## src/cmpf_pkg.sv

```systemverilog
package cmpf_pkg;
  // mode selector codes
  localparam logic [1:0] CMPF_MODE_MEM = 2'h0;
  localparam logic [1:0] CMPF_MODE_IO = 2'h1;
  localparam logic [1:0] CMPF_MODE_DISK = 2'h2;
  // address bus layout
  localparam int CMPF_ADDR_W = 11;
  localparam int CMPF_TF_W = 3;
  localparam logic [10:0] CMPF_ADDR_ZERO = 11'h000;
  // settle time before card-detect is trusted
  localparam int CMPF_DEBOUNCE_NS = 1000;
  localparam int CMPF_CLK_NS = 5;
  localparam int CMPF_DEBOUNCE_CYC = (CMPF_DEBOUNCE_NS + CMPF_CLK_NS - 1) / CMPF_CLK_NS;
  localparam int CMPF_CNT_W = 8;
endpackage : cmpf_pkg

```

## src/cmpf_host.sv

```systemverilog
// Notes on behaviour
// - disk mode: host grounds all address lines above the lowest three.
// - disk mode: pass-diagnostic is shared handshake; slave drives, master samples.
// - disk mode: drive-active/slave-present is shared handshake line.
// - host treats card inserted only when both detect lines read low.
`timescale 1ns/10ps
`default_nettype none
module cmpf_host
  import cmpf_pkg::*;
(
  // clock and reset
  input wire logic ref_clk_i,
  input wire logic rst_i,
  // user side
  input wire logic [1:0] mode_i,
  input wire logic [10:0] user_addr_i,
  input wire logic user_reg_sel_i,
  input wire logic host_as_slave_i,
  input wire logic host_diag_pass_i,
  input wire logic host_active_i,
  output logic card_present_o,
  output logic status_alert_o,
  output logic battery_ok_o,
  output logic audio_o,
  output logic peer_diag_pass_o,
  output logic peer_active_o,
  // card pins
  output logic [10:0] addr_o,
  output logic attr_sel_n_o,
  output logic master_slave_select_o,
  output logic master_slave_select_oe_o,
  input wire logic card_detect_first_i,
  input wire logic card_detect_second_i,
  input wire logic battery_detect_first_i,
  input wire logic battery_detect_second_i,
  input wire logic pass_diagnostic_line_i,
  output logic pass_diagnostic_line_o,
  output logic pass_diagnostic_line_oe_o,
  input wire logic drive_active_slave_present_i,
  output logic drive_active_slave_present_o,
  output logic drive_active_slave_present_oe_o
);
  // pin synchronisers, two stages each; only stage two feeds logic
  logic [5:0] sync1_q, sync1_d, sync2_q, sync2_d;
  logic cd1_s, cd2_s, battery_detect_first_s, battery_detect_second_s, pass_diagnostic_line_s, drive_active_slave_present_s;
  // insertion debounce
  logic [CMPF_CNT_W-1:0] deb_q, deb_d;
  logic present_q, present_d;
  // address and attribute select toward the card
  logic [CMPF_ADDR_W-1:0] addr_q, addr_d;
  logic attr_q, attr_d;
  // open-drain enables for select and shared handshake lines
  logic msel_oe_q, msel_oe_d;
  logic pass_diagnostic_line_oe_q, pass_diagnostic_line_oe_d;
  logic drive_active_slave_present_oe_q, drive_active_slave_present_oe_d;
  // sensed pin status toward the user
  logic alert_q, alert_d, batt_q, batt_d, audio_q, audio_d;
  logic pd_q, pd_d, act_q, act_d;

  // low-active pin sense shared by several paths
  function automatic logic cmpf_low(input logic pin);
    return ~pin;
  endfunction : cmpf_low

  // mode test used by the address, handshake and status groups
  function automatic logic cmpf_is(input logic [1:0] cur, input logic [1:0] want);
    return cur == want;
  endfunction : cmpf_is

  // synchronised pin views
  assign {drive_active_slave_present_s, pass_diagnostic_line_s, battery_detect_second_s, battery_detect_first_s, cd2_s, cd1_s} = sync2_q;

  // synchroniser next values
  always_comb begin
    sync1_d = {drive_active_slave_present_i, pass_diagnostic_line_i, battery_detect_second_i,
               battery_detect_first_i, card_detect_second_i, card_detect_first_i};
    sync2_d = sync1_q;
  end

  // synchroniser stages; reset to idle high so no false event follows reset
  always_ff @(posedge ref_clk_i) begin
    if (rst_i) begin
      sync1_q <= 6'h3F;
      sync2_q <= 6'h3F;
    end else begin
      sync1_q <= sync1_d;
      sync2_q <= sync2_d;
    end
  end

  // debounce next values; a seating card bounces, so presence waits
  always_comb begin
    if (cmpf_low(cd1_s) && cmpf_low(cd2_s)) begin
      deb_d = (deb_q == CMPF_CNT_W'(CMPF_DEBOUNCE_CYC)) ? deb_q : deb_q + 1'b1;
    end else begin
      deb_d = '0;
    end
    present_d = (deb_q == CMPF_CNT_W'(CMPF_DEBOUNCE_CYC));
  end

  // debounce registers
  always_ff @(posedge ref_clk_i) begin
    if (rst_i) begin
      deb_q <= '0;
      present_q <= 1'b0;
    end else begin
      deb_q <= deb_d;
      present_q <= present_d;
    end
  end

  // address next values
  always_comb begin
    addr_d = user_addr_i;
    attr_d = ~user_reg_sel_i;
    if (cmpf_is(mode_i, CMPF_MODE_DISK)) begin
      addr_d = CMPF_ADDR_ZERO | CMPF_ADDR_W'(user_addr_i[CMPF_TF_W-1:0]);
      attr_d = 1'b1;
    end
  end

  // address registers; lines idle at zero
  always_ff @(posedge ref_clk_i) begin
    if (rst_i) begin
      addr_q <= CMPF_ADDR_ZERO;
      attr_q <= 1'b1;
    end else begin
      addr_q <= addr_d;
      attr_q <= attr_d;
    end
  end

  // handshake next values
  always_comb begin
    msel_oe_d = !cmpf_is(mode_i, CMPF_MODE_DISK) || !host_as_slave_i;
    pass_diagnostic_line_oe_d = cmpf_is(mode_i, CMPF_MODE_DISK) && host_as_slave_i && host_diag_pass_i;
    drive_active_slave_present_oe_d = cmpf_is(mode_i, CMPF_MODE_DISK) && host_active_i;
  end

  // handshake registers; select grounded from reset, released only in disk mode with host as slave
  always_ff @(posedge ref_clk_i) begin
    if (rst_i) begin
      msel_oe_q <= 1'b1;
      pass_diagnostic_line_oe_q <= 1'b0;
      drive_active_slave_present_oe_q <= 1'b0;
    end else begin
      msel_oe_q <= msel_oe_d;
      pass_diagnostic_line_oe_q <= pass_diagnostic_line_oe_d;
      drive_active_slave_present_oe_q <= drive_active_slave_present_oe_d;
    end
  end

  // status next values; pins are shared, so the mode picks the meaning
  always_comb begin
    alert_d = present_q && cmpf_is(mode_i, CMPF_MODE_IO) && cmpf_low(battery_detect_first_s);
    batt_d = present_q && cmpf_is(mode_i, CMPF_MODE_MEM) && battery_detect_first_s && battery_detect_second_s;
    audio_d = present_q && cmpf_is(mode_i, CMPF_MODE_IO) && cmpf_low(battery_detect_second_s);
    pd_d = cmpf_is(mode_i, CMPF_MODE_DISK) && cmpf_low(pass_diagnostic_line_s);
    act_d = cmpf_is(mode_i, CMPF_MODE_DISK) && cmpf_low(drive_active_slave_present_s);
  end

  // status registers
  always_ff @(posedge ref_clk_i) begin
    if (rst_i) begin
      alert_q <= 1'b0;
      batt_q <= 1'b0;
      audio_q <= 1'b0;
      pd_q <= 1'b0;
      act_q <= 1'b0;
    end else begin
      alert_q <= alert_d;
      batt_q <= batt_d;
      audio_q <= audio_d;
      pd_q <= pd_d;
      act_q <= act_d;
    end
  end

  // outputs; open-drain data is constant low
  assign card_present_o = present_q;
  assign status_alert_o = alert_q;
  assign battery_ok_o = batt_q;
  assign audio_o = audio_q;
  assign peer_diag_pass_o = pd_q;
  assign peer_active_o = act_q;
  assign addr_o = addr_q;
  assign attr_sel_n_o = attr_q;
  assign master_slave_select_o = 1'b0;
  assign master_slave_select_oe_o = msel_oe_q;
  assign pass_diagnostic_line_o = 1'b0;
  assign pass_diagnostic_line_oe_o = pass_diagnostic_line_oe_q;
  assign drive_active_slave_present_o = 1'b0;
  assign drive_active_slave_present_oe_o = drive_active_slave_present_oe_q;
endmodule : cmpf_host
`default_nettype wire

```

## config.mk

```make
export PLATFORM = sky130hd
export DESIGN_NAME = cmpf_host
export DESIGN_NICKNAME = d
export VERILOG_FILES = /design/src/cmpf_pkg.sv /design/src/cmpf_host.sv
export SDC_FILE = /design/constraint.sdc
export NUM_CORES = 1
export LEC_CHECK = 0
export BUFFER_PORTS_ARGS = -buffer_cell sky130_fd_sc_hd__buf_2
export CORE_MARGIN = 3
export CORE_UTILIZATION = 44
export CTS_BUF_LIST = sky130_fd_sc_hd__clkbuf_8
export DETAILED_ROUTE_END_ITERATION = 8
export PLACE_DENSITY_LB_ADDON = 0.08
export SYNTH_ARGS = -nofsm -noshare
export SYNTH_HDL_FRONTEND = slang
export SYNTH_SLANG_ARGS = --single-unit
```

## constraint.sdc

```tcl
create_clock -name ref_clk_i -period 1.6 [get_ports ref_clk_i]
set_input_delay 0 -clock ref_clk_i [delete_from_list [all_inputs] [get_ports ref_clk_i]]
set_output_delay 0 -clock ref_clk_i [all_outputs]
set_load 0.02 [all_outputs]
```

# Word-level counts from Yosys, hierarchy flattened
# Index checks and enable logic that the tools add are counted.
totals:
  ff_bits: 41
  input_bits: 25
  wordCells: 45
op_classes:
  addsub: 1
  eq_ne: 3
  bitwise_logic: 8
  reduce_logical: 18
op_table:
  columns: ["cell", "count"]
  rows:
  - ["$logic_and 1x1->1", 12]
  - ["$add 8x1->8 const B", 1]
  - ["$eq 8x8->1 const B", 1]
  - ["$not 1->1", 8]
  - ["$reduce_or 2->1", 2]
  - ["$eq 2x1->1 const B", 1]
  - ["$eq 2x2->1 const B", 1]
  - ["$logic_not 1->1", 2]
  - ["$logic_not 2->1", 1]
  - ["$logic_or 1x1->1", 1]

# Depth between registers and ports, before layout
# Gate-level depths: netlist of the first run.
depth:
  depth_word: 4
  depth_mapped: 5
  mapped_depth_nobuf: 5

# Least setup slack after synthesis of the first run
# OpenSTA, ideal clock, no wires.
synth_path:
  path_kind: "register -> register"
  start: "reg deb_q[0]"
  end: "reg deb_q[1]"
  arrival_ns: 1.138
  t_required_ns: 1.528
  setup_slack_ns: 0.390
  stages_incl_launch_ff: 6
  path_buffers: 0
  period_less_slack_ns: 1.210
  path_cell_list: "dfxtp_1 -> inv_1 -> ha_1 -> nand4bb_1 -> nor2_1 -> mux2i_1"
synth_via:
  elab_chain_len: 1
synth_lines:
  columns: ["item", "line", "source"]
  rows:
  - ["from (decl)", "cmpf_host.sv:47", "logic [CMPF_CNT_W-1:0] deb_q, deb_d;"]
  - ["from (signal assigned)", "cmpf_host.sv:104", "deb_q <= '0;"]
  - ["from (signal assigned)", "cmpf_host.sv:107", "deb_q <= deb_d;"]
  - ["$add 8x1->8 / $eq 8x8->1 (equally long branches)", "cmpf_host.sv:94", "deb_d = (deb_q == CMPF_CNT_W'(CMPF_DEBOUNCE_CYC)) ? deb_q : deb_q + 1'b1;"]
# Parallel ways exist; a longest one is shown, timed or not.
# A chain may end at the register's enable or synchronous reset.

# Worst setup path after layout of the first run
layout_path:
  start: "in mode_i[0]"
  end: "reg msel_oe_q, in the netlist master_slave_select_oe_o"
layout_via:
  elab_chain_len: 3
layout_lines:
  columns: ["item", "line", "source"]
  rows:
  - ["from (decl)", "cmpf_host.sv:15", "input wire logic [1:0] mode_i,"]
  - ["$eq 2x2->1", "cmpf_host.sv:67", "return cur == want;"]
  - ["$logic_not 1->1", "cmpf_host.sv:135", "msel_oe_d = !cmpf_is(mode_i, CMPF_MODE_DISK) || !host_as_slave_i;"]
  - ["$logic_or 1x1->1", "cmpf_host.sv:135", null]
  - ["to (signal assigned)", "cmpf_host.sv:147", "msel_oe_q <= msel_oe_d;"]
  - ["to (decl)", "cmpf_host.sv:53", "logic msel_oe_q, msel_oe_d;"]
# No other way between the ends.

==> run_results.csv, run 1 <==
group,metric,value,unit
min_path,hold_class,"input port to register",
pwr,p_leak,0.0008173,uW
sta,setup_viol,0,
detailed_routing,drt_iter0_drc,14,
clock_tree,cts_root_buf,"clkbuf_8",
sta,fin_crit_sh,0.8836,
clock_tree,h-tree-depth,2,
sta,report.final.slew_viol_count,0,
min_path,hold_depth,2,
detailed_routing,wl_per_cell,10.96,um
grt,grt_max_degree,23,
sta,hold_viol,0,
detailed_routing,firstDrtPassIters,4,
setup_path,timing.reg2reg.setup_slack,0.25,ns
detailed_routing,routed_wirelength,2499,um
sta,max_freq,707.3,MHz
clock_tree,post_cts_buffers,0,
setup_path,cp_max_fo,3,
clock_tree,cts.clk_slew.worst_paths,0.08,ns
clock_tree,clock-sinks,41,
grt,grt_pass1_wl,4077,um
floorplan,start_util,0.4697,
sta,rsz0062_at_grt,"no",
setup_path,cp-end-kind,"register",
cells_and_area,n_fill_cell,221,
grt,grt_pass1_vias,936,
detailed_routing,via_count,1042,
synth,synth_edf_count,0,
floorplan,io_pins,49,
sta,finClkSkew,0.006743,ns
floorplan,std_cell_rows,19,
cells_and_area,final_cell_mix,"45 x buf_2, 41 x dfxtp_1, 24 x dlygate4sd3_1, 12 x or2_2, 9 x and2_1",
placed_design,gp_congestion,0.7173,
clock_tree,cts_buffers,5,
cells_and_area,fin_nets,223,
clock_tree,insertion_delay,0.29,ns
cells_and_area,synthToLayoutAreaGrowth,44.44,%
floorplan,fp.dieW,60.72,um
status,status,"complete, no violations",
synth,ys_seq_area_frac,0.6230,
floorplan,coreArea,0.002805,mm^2
detailed_routing,viasPerCell,4.570,
synth,synthArstFlopShare,0,
pwr,p_total,1966,uW
clock_tree,cts_tree,"built",
setup_path,path_class,"input port to register",
pwr,irDropWorstVdd,772.1,uV
floorplan,die_h,60.72,um
grt,overflow,0,
grt,grt_use_total,0.1536,
cells_and_area,antenna_cells,0,
sta,fin_crit,1.414,ns
synth,netlist_area,0.001318,mm^2
sta,finalSetupTns,0,ns
cells_and_area,final_common_cell,"buf_2",
sta,max_slew.worst_pin.slew,0.6013,ns
placed_design,place_hpwl,1638,um
clock_tree,cts_buffer_depth,2,
setup_path,cp.required,1.78,ns
setup_path,worstPathArrival,1.60,ns
detailed_routing,detail-route-antenna-nets,0,
synth,syn_inst,124,
setup_path,ff2ff_path_depth,5,
pwr,power.density,1033,mW/mm^2
synth,ys_types,26,
setup_path,startpoint_type,"input port",
grt,antenna_found_initial,0,
cells_and_area,fin_cells,228,
cells_and_area,drive_gt1_frac,0.3401,
placed_design,dp.cells,196,
floorplan,dieArea,0.003687,mm^2
cells_and_area,final_util,0.6784,
synth,syn-mean-instance-area,10.63,um^2
synth,synthFlopType,"dfxtp_1",
sta,slew_headroom,0.5991,
synth,ys.warnings.count,0,
job,maxCapViolCount,0,
synth,synth_seq_cells,41,
detailed_routing,drc,0,
placed_design,portBuffers,45,
flip-flops by register name, summed over array words and instances, names as in the netlist:
register,cells
deb_q,8
master_slave_select_oe_o,1
card_present_o,1
peer_active_o,1
drive_active_slave_present_oe_o,1
sync1_q,6
addr_o,11
attr_sel_n_o,1
status_alert_o,1
pass_diagnostic_line_oe_o,1
audio_o,1
sync2_q,6
peer_diag_pass_o,1
battery_ok_o,1
layout make-up:
type / count / area (um^2) / share of cell area
clock buffer: 7 / 96.34 / 0.05062
clock inverter: 1 / 8.758 / 0.004602
inverter: 4 / 15.01 / 0.007890
multi-input combinational: 75 / 457.9 / 0.2406
sequential: 41 / 820.8 / 0.4313
tap: 31 / 38.79 / 0.02038
timing repair buffer: 69 / 465.4 / 0.2446
repair_timing:
item | CTS | global route
resized for setup | 0 | 1
hold endpoints to repair | 24 | 0
setup endpoints to repair | 0 | 1
hold buffers | 24 | 0
through the flow:
| stage | area, um^2 | hold WS (ns) | setup WS, ns |
|---|---|---|---|
| 2_1_floorplan | 1325 | 0.06194 | 0.3901 |
| 3_3_place_gp | 1555 | 0.1661 | 0.3335 |
| 3_5_place_dp | 1555 | 0.1729 | 0.1978 |
| 4_1_cts | 1901 | 0.06949 | 0.1834 |
| 5_1_grt | 1903 | 0.08362 | 0.05572 |
| 6_report | 1903 | 0.07058 | 0.1862 |
kinds of logic after synthesis:
| family | count (synthesis) | synth area share |
|---|---|---|
| XOR/XNOR | 3 | 0.01995 |
| flip-flops | 41 | 0.6230 |
| buffers and inverters | 10 | 0.03703 |
| other | 1 | 0.002846 |
| AO/OA/AOI/OAI | 8 | 0.03608 |
| multiplexers | 1 | 0.007598 |
| adder cells (fa/ha/maj) | 2 | 0.01899 |
| AND/OR/NAND/NOR | 58 | 0.2545 |
per-layer routing:
metal	global-route usage	vias up	share of wire
li1	-	541	-
met1	0.1632	460	0.40
met2	0.2611	34	0.51
met3	0.05957	7	0.074
met4	0.08359	0	0.018
met5	0	-	0
final timing paths:
check / start / to
setup / recovery: mode_i[0] / master_slave_select_oe_o$_SDFF_PP1_
hold / removal: rst_i / addr_o[1]$_SDFF_PP0_
setup reg to reg: deb_q[0]$_SDFFE_PP0P_ / deb_q[1]$_SDFFE_PP0P_
hold reg to reg: sync2_q[4]$_SDFF_PP1_ / peer_diag_pass_o$_SDFF_PP0_
Yosys cell counts (all sizes together), types with 4 or more instances:
master  instances  area share
or3             4       0.019
o21ai           4       0.015
dfxtp          41        0.62
nor3            5       0.019
inv             4       0.011
nor2            6       0.017
and2            9       0.043
nand3           4       0.015
nand2           6       0.017
or2            12       0.057
critical path: stages:
cell           delay, ns
dlygate4sd3_1       0.53
buf_2               0.13
nor3b_1             0.31
nand2_1             0.08
dlygate4sd3_1       0.55
where the power goes:
part / total [uW] / switching (uW) / leakage, uW / internal, uW
sequential: 1060 / 6.89 / 0.000336 / 1050
clock: 749 / 351 / 0.0000549 / 398
combinational: 158 / 69.4 / 0.000426 / 88.4
No activity file was read; power rests on OpenSTA's default activity.
==> inputs of run 2 (changes only) <==
--- a/config.mk
+++ b/config.mk
@@ -5,6 +5,7 @@
 export SDC_FILE = /design/constraint.sdc
 export NUM_CORES = 1
 export LEC_CHECK = 0
+export ABC_AREA = 1
 export BUFFER_PORTS_ARGS = -buffer_cell sky130_fd_sc_hd__buf_2
 export CORE_MARGIN = 3
 export CORE_UTILIZATION = 44
==> run_results.csv, run 2 <==
group,metric,value,unit
status,status,"complete, no violations",
grt,grt_use_total,0.1601,
sta,fin_crit_sh,0.8641,
setup_path,cp_cell_sequence,"dlygate4sd3_1 -> buf_2 -> inv_1 -> nor2_1 -> nand3_1 -> nor2_1 -> dlygate4sd3_1",
clock_tree,clock-sinks,41,
floorplan,io_pins,49,
synth,synth.most_common_cell,"dfxtp_1",
sta,fin_crit,1.382,ns
setup_path,slowest_delay,0.55,ns
cells_and_area,synthToLayoutAreaGrowth,44.36,%
pwr,power.density,1026,mW/mm^2
floorplan,dieArea,0.003914,mm^2
synth,syn_inst,161,
cells_and_area,largest_register_ffs,11,
floorplan,die_h,62.56,um
sta,hold_viol,0,
sta,max_freq,723.3,MHz
floorplan,std_cell_rows,19,
clock_tree,cts_hold_buf,25,
detailed_routing,via_count,1198,
setup_path,worstPathArrival,1.62,ns
grt,grt_pass1_vias,1130,
synth,synth.top_cells.by_count,"41 x dfxtp_1, 30 x nor2_1, 26 x inv_1, 17 x nand2_1, 12 x or2_2",
synth,synth_seq_cells,41,
job,maxCapViolCount,0,
detailed_routing,drt_iter0_drc,54,
synth,synthFlopType,"dfxtp_1",
synth,ys_seq_area_frac,0.5831,
setup_path,path_class,"input port to register",
synth,ys.warnings.count,0,
sta,finClkSkew,0.003490,ns
grt,grtUsageMet1,0.1655,
min_path,hold_class,"input port to register",
sta,report.final.slew_viol_count,0,
grt,gr-max-usage-layer,"met2",
synth,synth_top_area_frac,0.5831,
setup_path,cp_top_family,"buffers and inverters",
cells_and_area,fin_nets,262,
synth,ys_types,24,
clock_tree,cts_tree,"built",
detailed_routing,viasPerCell,4.309,
detailed_routing,detail-route-antenna-nets,0,
synth,synthArstFlopShare,0,
clock_tree,h-tree-depth,2,
clock_tree,cts_root_buf,"clkbuf_8",
setup_path,cp-end-kind,"register",
sta,finalSetupTns,0,ns
detailed_routing,drc,0,
clock_tree,insertion_delay,0.30,ns
setup_path,slowest_stage,"dlygate4sd3_1",
grt,grt_max_degree,21,
grt,overflow,0,
sta,worst_hold_slack,0.01381,ns
setup_path,cp_max_fo,3,
cells_and_area,final_util,0.7006,
setup_path,startpoint_type,"input port",
synth,synth_area_leaders,"dfxtp_1 58%, nor2_1 8.0%, inv_1 6.9%, or2_2 5.3%, nand2_1 4.5%",
setup_path,path_buf_inv,4,
clock_tree,post_cts_buffers,0,
placed_design,placed_area,0.001662,mm^2
floorplan,fp.dieW,62.56,um
synth,netlist_area,0.001408,mm^2
sta,setup_viol,0,
cells_and_area,final_common_cell,"buf_2",
sta,rsz0062_at_grt,"no",
detailed_routing,routed_wirelength,2828,um
floorplan,coreArea,0.002900,mm^2
setup_path,cp.required,1.84,ns
clock_tree,cts_buffers,5,
cells_and_area,fin_cells,278,
placed_design,dp.cells,245,
cells_and_area,antenna_cells,0,
clock_tree,cts_resized,0,
synth,syn-mean-instance-area,8.743,um^2
detailed_routing,firstDrtPassIters,4,
grt,grt_use_met2,0.2783,
grt,use_met3,0.07554,
floorplan,start_util,0.4853,
detailed_routing,wl_per_cell,10.17,um
pwr,p_leak,0.0009369,uW
cells_and_area,final_cell_mix,"45 x buf_2, 41 x dfxtp_1, 30 x nor2_1, 26 x inv_1, 25 x dlygate4sd3_1",
grt,antenna_found_initial,0,
clock_tree,cts_buffer_depth,2,
synth,synth_edf_count,0,
placed_design,portBuffers,45,
placed_design,gp_congestion,0.8409,
placed_design,place_hpwl,1772,um
cells_and_area,drive_gt1_frac,0.3178,
synth,yosysTopAreaCell,"dfxtp_1",
grt,grt_pass1_wl,4871,um
pwr,irDropWorstVdd,885.5,uV
clock_tree,cts.clk_slew.worst_paths,0.08,ns
cells_and_area,design_area,0.002032,mm^2
==> run 2: cell count changes after synthesis, sizes merged, moves of 2 or more <==
cell / previous run / this run
or3: 4 / 0
nand2: 6 / 19
nand3b: 2 / 0
and2: 9 / 0
clkbuf: 3 / 1
o21ai: 4 / 1
nor3b: 3 / 0
inv: 4 / 27
nor2: 6 / 34
nand3: 4 / 8
nor2b: 3 / 0
nor3: 5 / 3
==> run 2: final cells by class <==
class | count | area (um^2)
Sequential cell | 41 | 820.8
Clock buffer | 6 | 82.58
Clock inverter | 2 | 37.54
Fill cell | 234 | 868.3
Timing Repair Buffer | 70 | 475.5
Tap cell | 42 | 52.55
Multi-Input combinational cell | 90 | 461.7
Inverter | 27 | 101.3
==> run 2: tightest hold or removal path: stages <==
cell and delay, ns:
buf_2 0.11, nand4_1 0.11, nor2_1 0.05
==> run 2: per-stage QoR <==
step                      power (uW)  worst slack (ns)
after CTS                       2098            0.2917
after global placement          1199            0.4870
after global routing            2170            0.1198
after detailed placement        1202            0.4081
after floorplan                 1157            0.5186
final                           2084            0.2175
==> run 2: cell families after synthesis <==
family,count (synthesis),share of synthesized area
AOI/OAI and AO/OA,5,0.01777
DFF,41,0.5831
adders and majority gates,2,0.01777
buffers and inverters,32,0.09421
other,1,0.002664
and+or+nand+nor,78,0.2720
xor gates and xnor gates,2,0.01245
==> run 2: path summary, 6_finish.rpt <==
path | cells past startpoint | endpoint | start | slack, ns
max | 7 | pass_diagnostic_line_oe_o$_SDFF_PP0_ | mode_i[1] | 0.22
min | 3 | status_alert_o$_SDFF_PP0_ | mode_i[0] | 0.01
max reg2reg | 6 | deb_q[0]$_SDFFE_PP0P_ | deb_q[0]$_SDFFE_PP0P_ | 0.40
min reg2reg | 1 | peer_diag_pass_o$_SDFF_PP0_ | sync2_q[4]$_SDFF_PP1_ | 0.39
==> run 2: power breakdown <==
group	switching [uW]	leakage [uW]	internal, uW	total, uW
Sequential	7.97	0.000336	1050	1060
Clock	352	0.0000574	507	859
Combinational	77.8	0.000543	87.2	165
Total	438	0.000937	1650	2080
==> run 2: layer usage <==
layer / vias up / wire [um] / part of all wire
li1: 618 / - / -
met4: 0 / 75 / 0.027
met1: 537 / 1142 / 0.40
met2: 36 / 1447 / 0.51
met5: - / 0 / 0
met3: 7 / 163 / 0.058
==> inputs of run 3 (changes only) <==
==> constraint.sdc (replaced) <==
create_clock -name ref_clk_i -period 1.6 [get_ports ref_clk_i]
set_input_delay 0.16 -clock ref_clk_i [delete_from_list [all_inputs] [get_ports ref_clk_i]]
set_output_delay 0.16 -clock ref_clk_i [all_outputs]
set_load 0.02 [all_outputs]
==> run_results.csv, run 3 (synthesis results as in run 2) <==
group,metric,value,unit
status,status,"complete, no violations",
cells_and_area,fin_nets,238,
sta,fin_crit,1.208,ns
sta,finalSetupTns,0,ns
clock_tree,cts.clk_slew.worst_paths,0.07,ns
clock_tree,h-tree-depth,2,
sta,fin_crit_sh,0.7553,
setup_path,slowest_stage,"dfxtp_1",
setup_path,cp-startpoint,"deb_q[0]$_SDFFE_PP0P_",
sta,max_freq,827.5,MHz
pwr,p_leak,0.0008351,uW
setup_path,worst_path_most_repeated_cell,"nor2_1",
floorplan,fp.dieW,62.56,um
floorplan,die_h,62.56,um
clock_tree,clock-sinks,41,
setup_path,path_buf_inv,1,
detailed_routing,firstDrtPassIters,4,
floorplan,dieArea,0.003914,mm^2
floorplan,std_cell_rows,19,
sta,setup_viol,0,
pwr,irDropWorstVdd,884.3,uV
grt,antenna_found_initial,0,
detailed_routing,drt_iter0_drc,29,
cells_and_area,largest_register_ffs,11,
grt,gr-max-usage-layer,"met2",
min_path,hold_class,"input port to register",
grt,overflow,0,
setup_path,cp-end-kind,"register",
grt,grtUsageMet1,0.1390,
cells_and_area,drive_gt1_frac,0.3538,
grt,grt_use_met2,0.2210,
sta,finClkSkew,0.003285,ns
job,maxCapViolCount,0,
grt,grt_pass1_vias,990,
detailed_routing,routed_wirelength,2335,um
placed_design,place_hpwl,1772,um
cells_and_area,antenna_cells,0,
clock_tree,cts_root_buf,"clkbuf_8",
floorplan,coreArea,0.002900,mm^2
setup_path,cp_max_fo,4,
grt,grt_max_degree,21,
sta,report.final.slew_viol_count,0,
setup_path,timing.reg2reg.setup_slack,0.39,ns
detailed_routing,detail-route-antenna-nets,0,
setup_path,startpoint_type,"register",
detailed_routing,via_count,1096,
clock_tree,cts_tree,"built",
cells_and_area,final_common_cell,"buf_2",
clock_tree,cts_buffer_depth,2,
min_path,hold_path.startpoint,"drive_active_slave_present_i",
clock_tree,cts_resized,0,
grt,grt_pass1_wl,4119,um
setup_path,worstPathArrival,1.44,ns
cells_and_area,final_cell_mix,"45 x buf_2, 41 x dfxtp_1, 30 x nor2_1, 26 x inv_1, 17 x nand2_1",
grt,use_met3,0.07374,
clock_tree,insertion_delay,0.29,ns
grt,grt_use_total,0.1344,
detailed_routing,drc,0,
placed_design,portBuffers,45,
sta,rsz0062_at_grt,"no",
floorplan,start_util,0.4853,
detailed_routing,wl_per_cell,9.193,um
setup_path,cp.required,1.83,ns
placed_design,placed_area,0.001662,mm^2
clock_tree,cts_buffers,5,
pwr,power.density,1135,mW/mm^2
setup_path,path_class,"register to register",
placed_design,gp_congestion,0.8409,
setup_path,slowest_delay,0.33,ns
floorplan,io_pins,49,
setup_path,cp_top_family,"simple AND/OR/NAND/NOR gates",
cells_and_area,synthToLayoutAreaGrowth,27.29,%
sta,hold_viol,0,
cells_and_area,design_area,0.001792,mm^2
setup_path,reg2reg_from,"deb_q[0]$_SDFFE_PP0P_",
setup_path,cp_cell_sequence,"inv_1 -> ha_1 -> nand3_2 -> nor2_2 -> nor2_1 -> nor2_1",
cells_and_area,final_util,0.6178,
detailed_routing,viasPerCell,4.315,
run 3: cell types whose count changed in the layout (fill, tap and decap cells not counted), sizes merged:
| cell | delta |
|---|---|
| dlygate4sd3 | -24 |
run 3: worst paths after layout:
| check | to | cells past startpoint |
|---|---|---|
| hold / removal | sync1_q[5]$_SDFF_PP1_ | 2 |
| setup reg to reg | deb_q[0]$_SDFFE_PP0P_ | 6 |
| hold reg to reg | peer_diag_pass_o$_SDFF_PP0_ | 1 |
| setup / recovery | deb_q[0]$_SDFFE_PP0P_ | 6 |
run 3: final cells by class:
class / count / area [um^2]
repair buffers: 46 / 235.2
fillers: 266 / 1109
well taps: 42 / 52.55
clock inverters: 2 / 37.54
flip-flops and latches: 41 / 820.8
clock buffers: 6 / 82.58
inverters: 27 / 101.3
multi-input cells: 90 / 461.7
run 3: layer usage:
metal | vias up | wire [um] | part of all wire
met4 | 0 | 38 | 0.016
li1 | 571 | - | -
met5 | - | 0 | 0
met2 | 38 | 1121 | 0.48
met3 | 5 | 191 | 0.082
met1 | 482 | 984 | 0.42
run 3: per-stage QoR:
stage / power, uW / setup slack, ns / hold WS, ns / instances
floorplan: 1157 / 0.5186 / 0.2290 / 163
global placement: 1199 / 0.4870 / 0.3259 / 245
detailed placement: 1202 / 0.4081 / 0.3322 / 245
CTS: 2054 / 0.3874 / 0.01130 / 253
global route: 2125 / 0.2945 / 0.04010 / 254
finish: 2033 / 0.3916 / 0.04467 / 254
run 3: power breakdown:
group	leakage (uW)	internal (uW)	switching, uW
registers	0.000336	1050	7.59
clock network	0.0000574	507	348
logic	0.000441	50.8	68.3
total	0.000835	1610	423
run 3: repair_timing:
| action | CTS | global route |
|---|---|---|
| setup endpoints to repair | 0 | 0 |
| setup buffers | 0 | 0 |
| hold endpoints to repair | 0 | 1 |
| hold buffers | 0 | 1 |
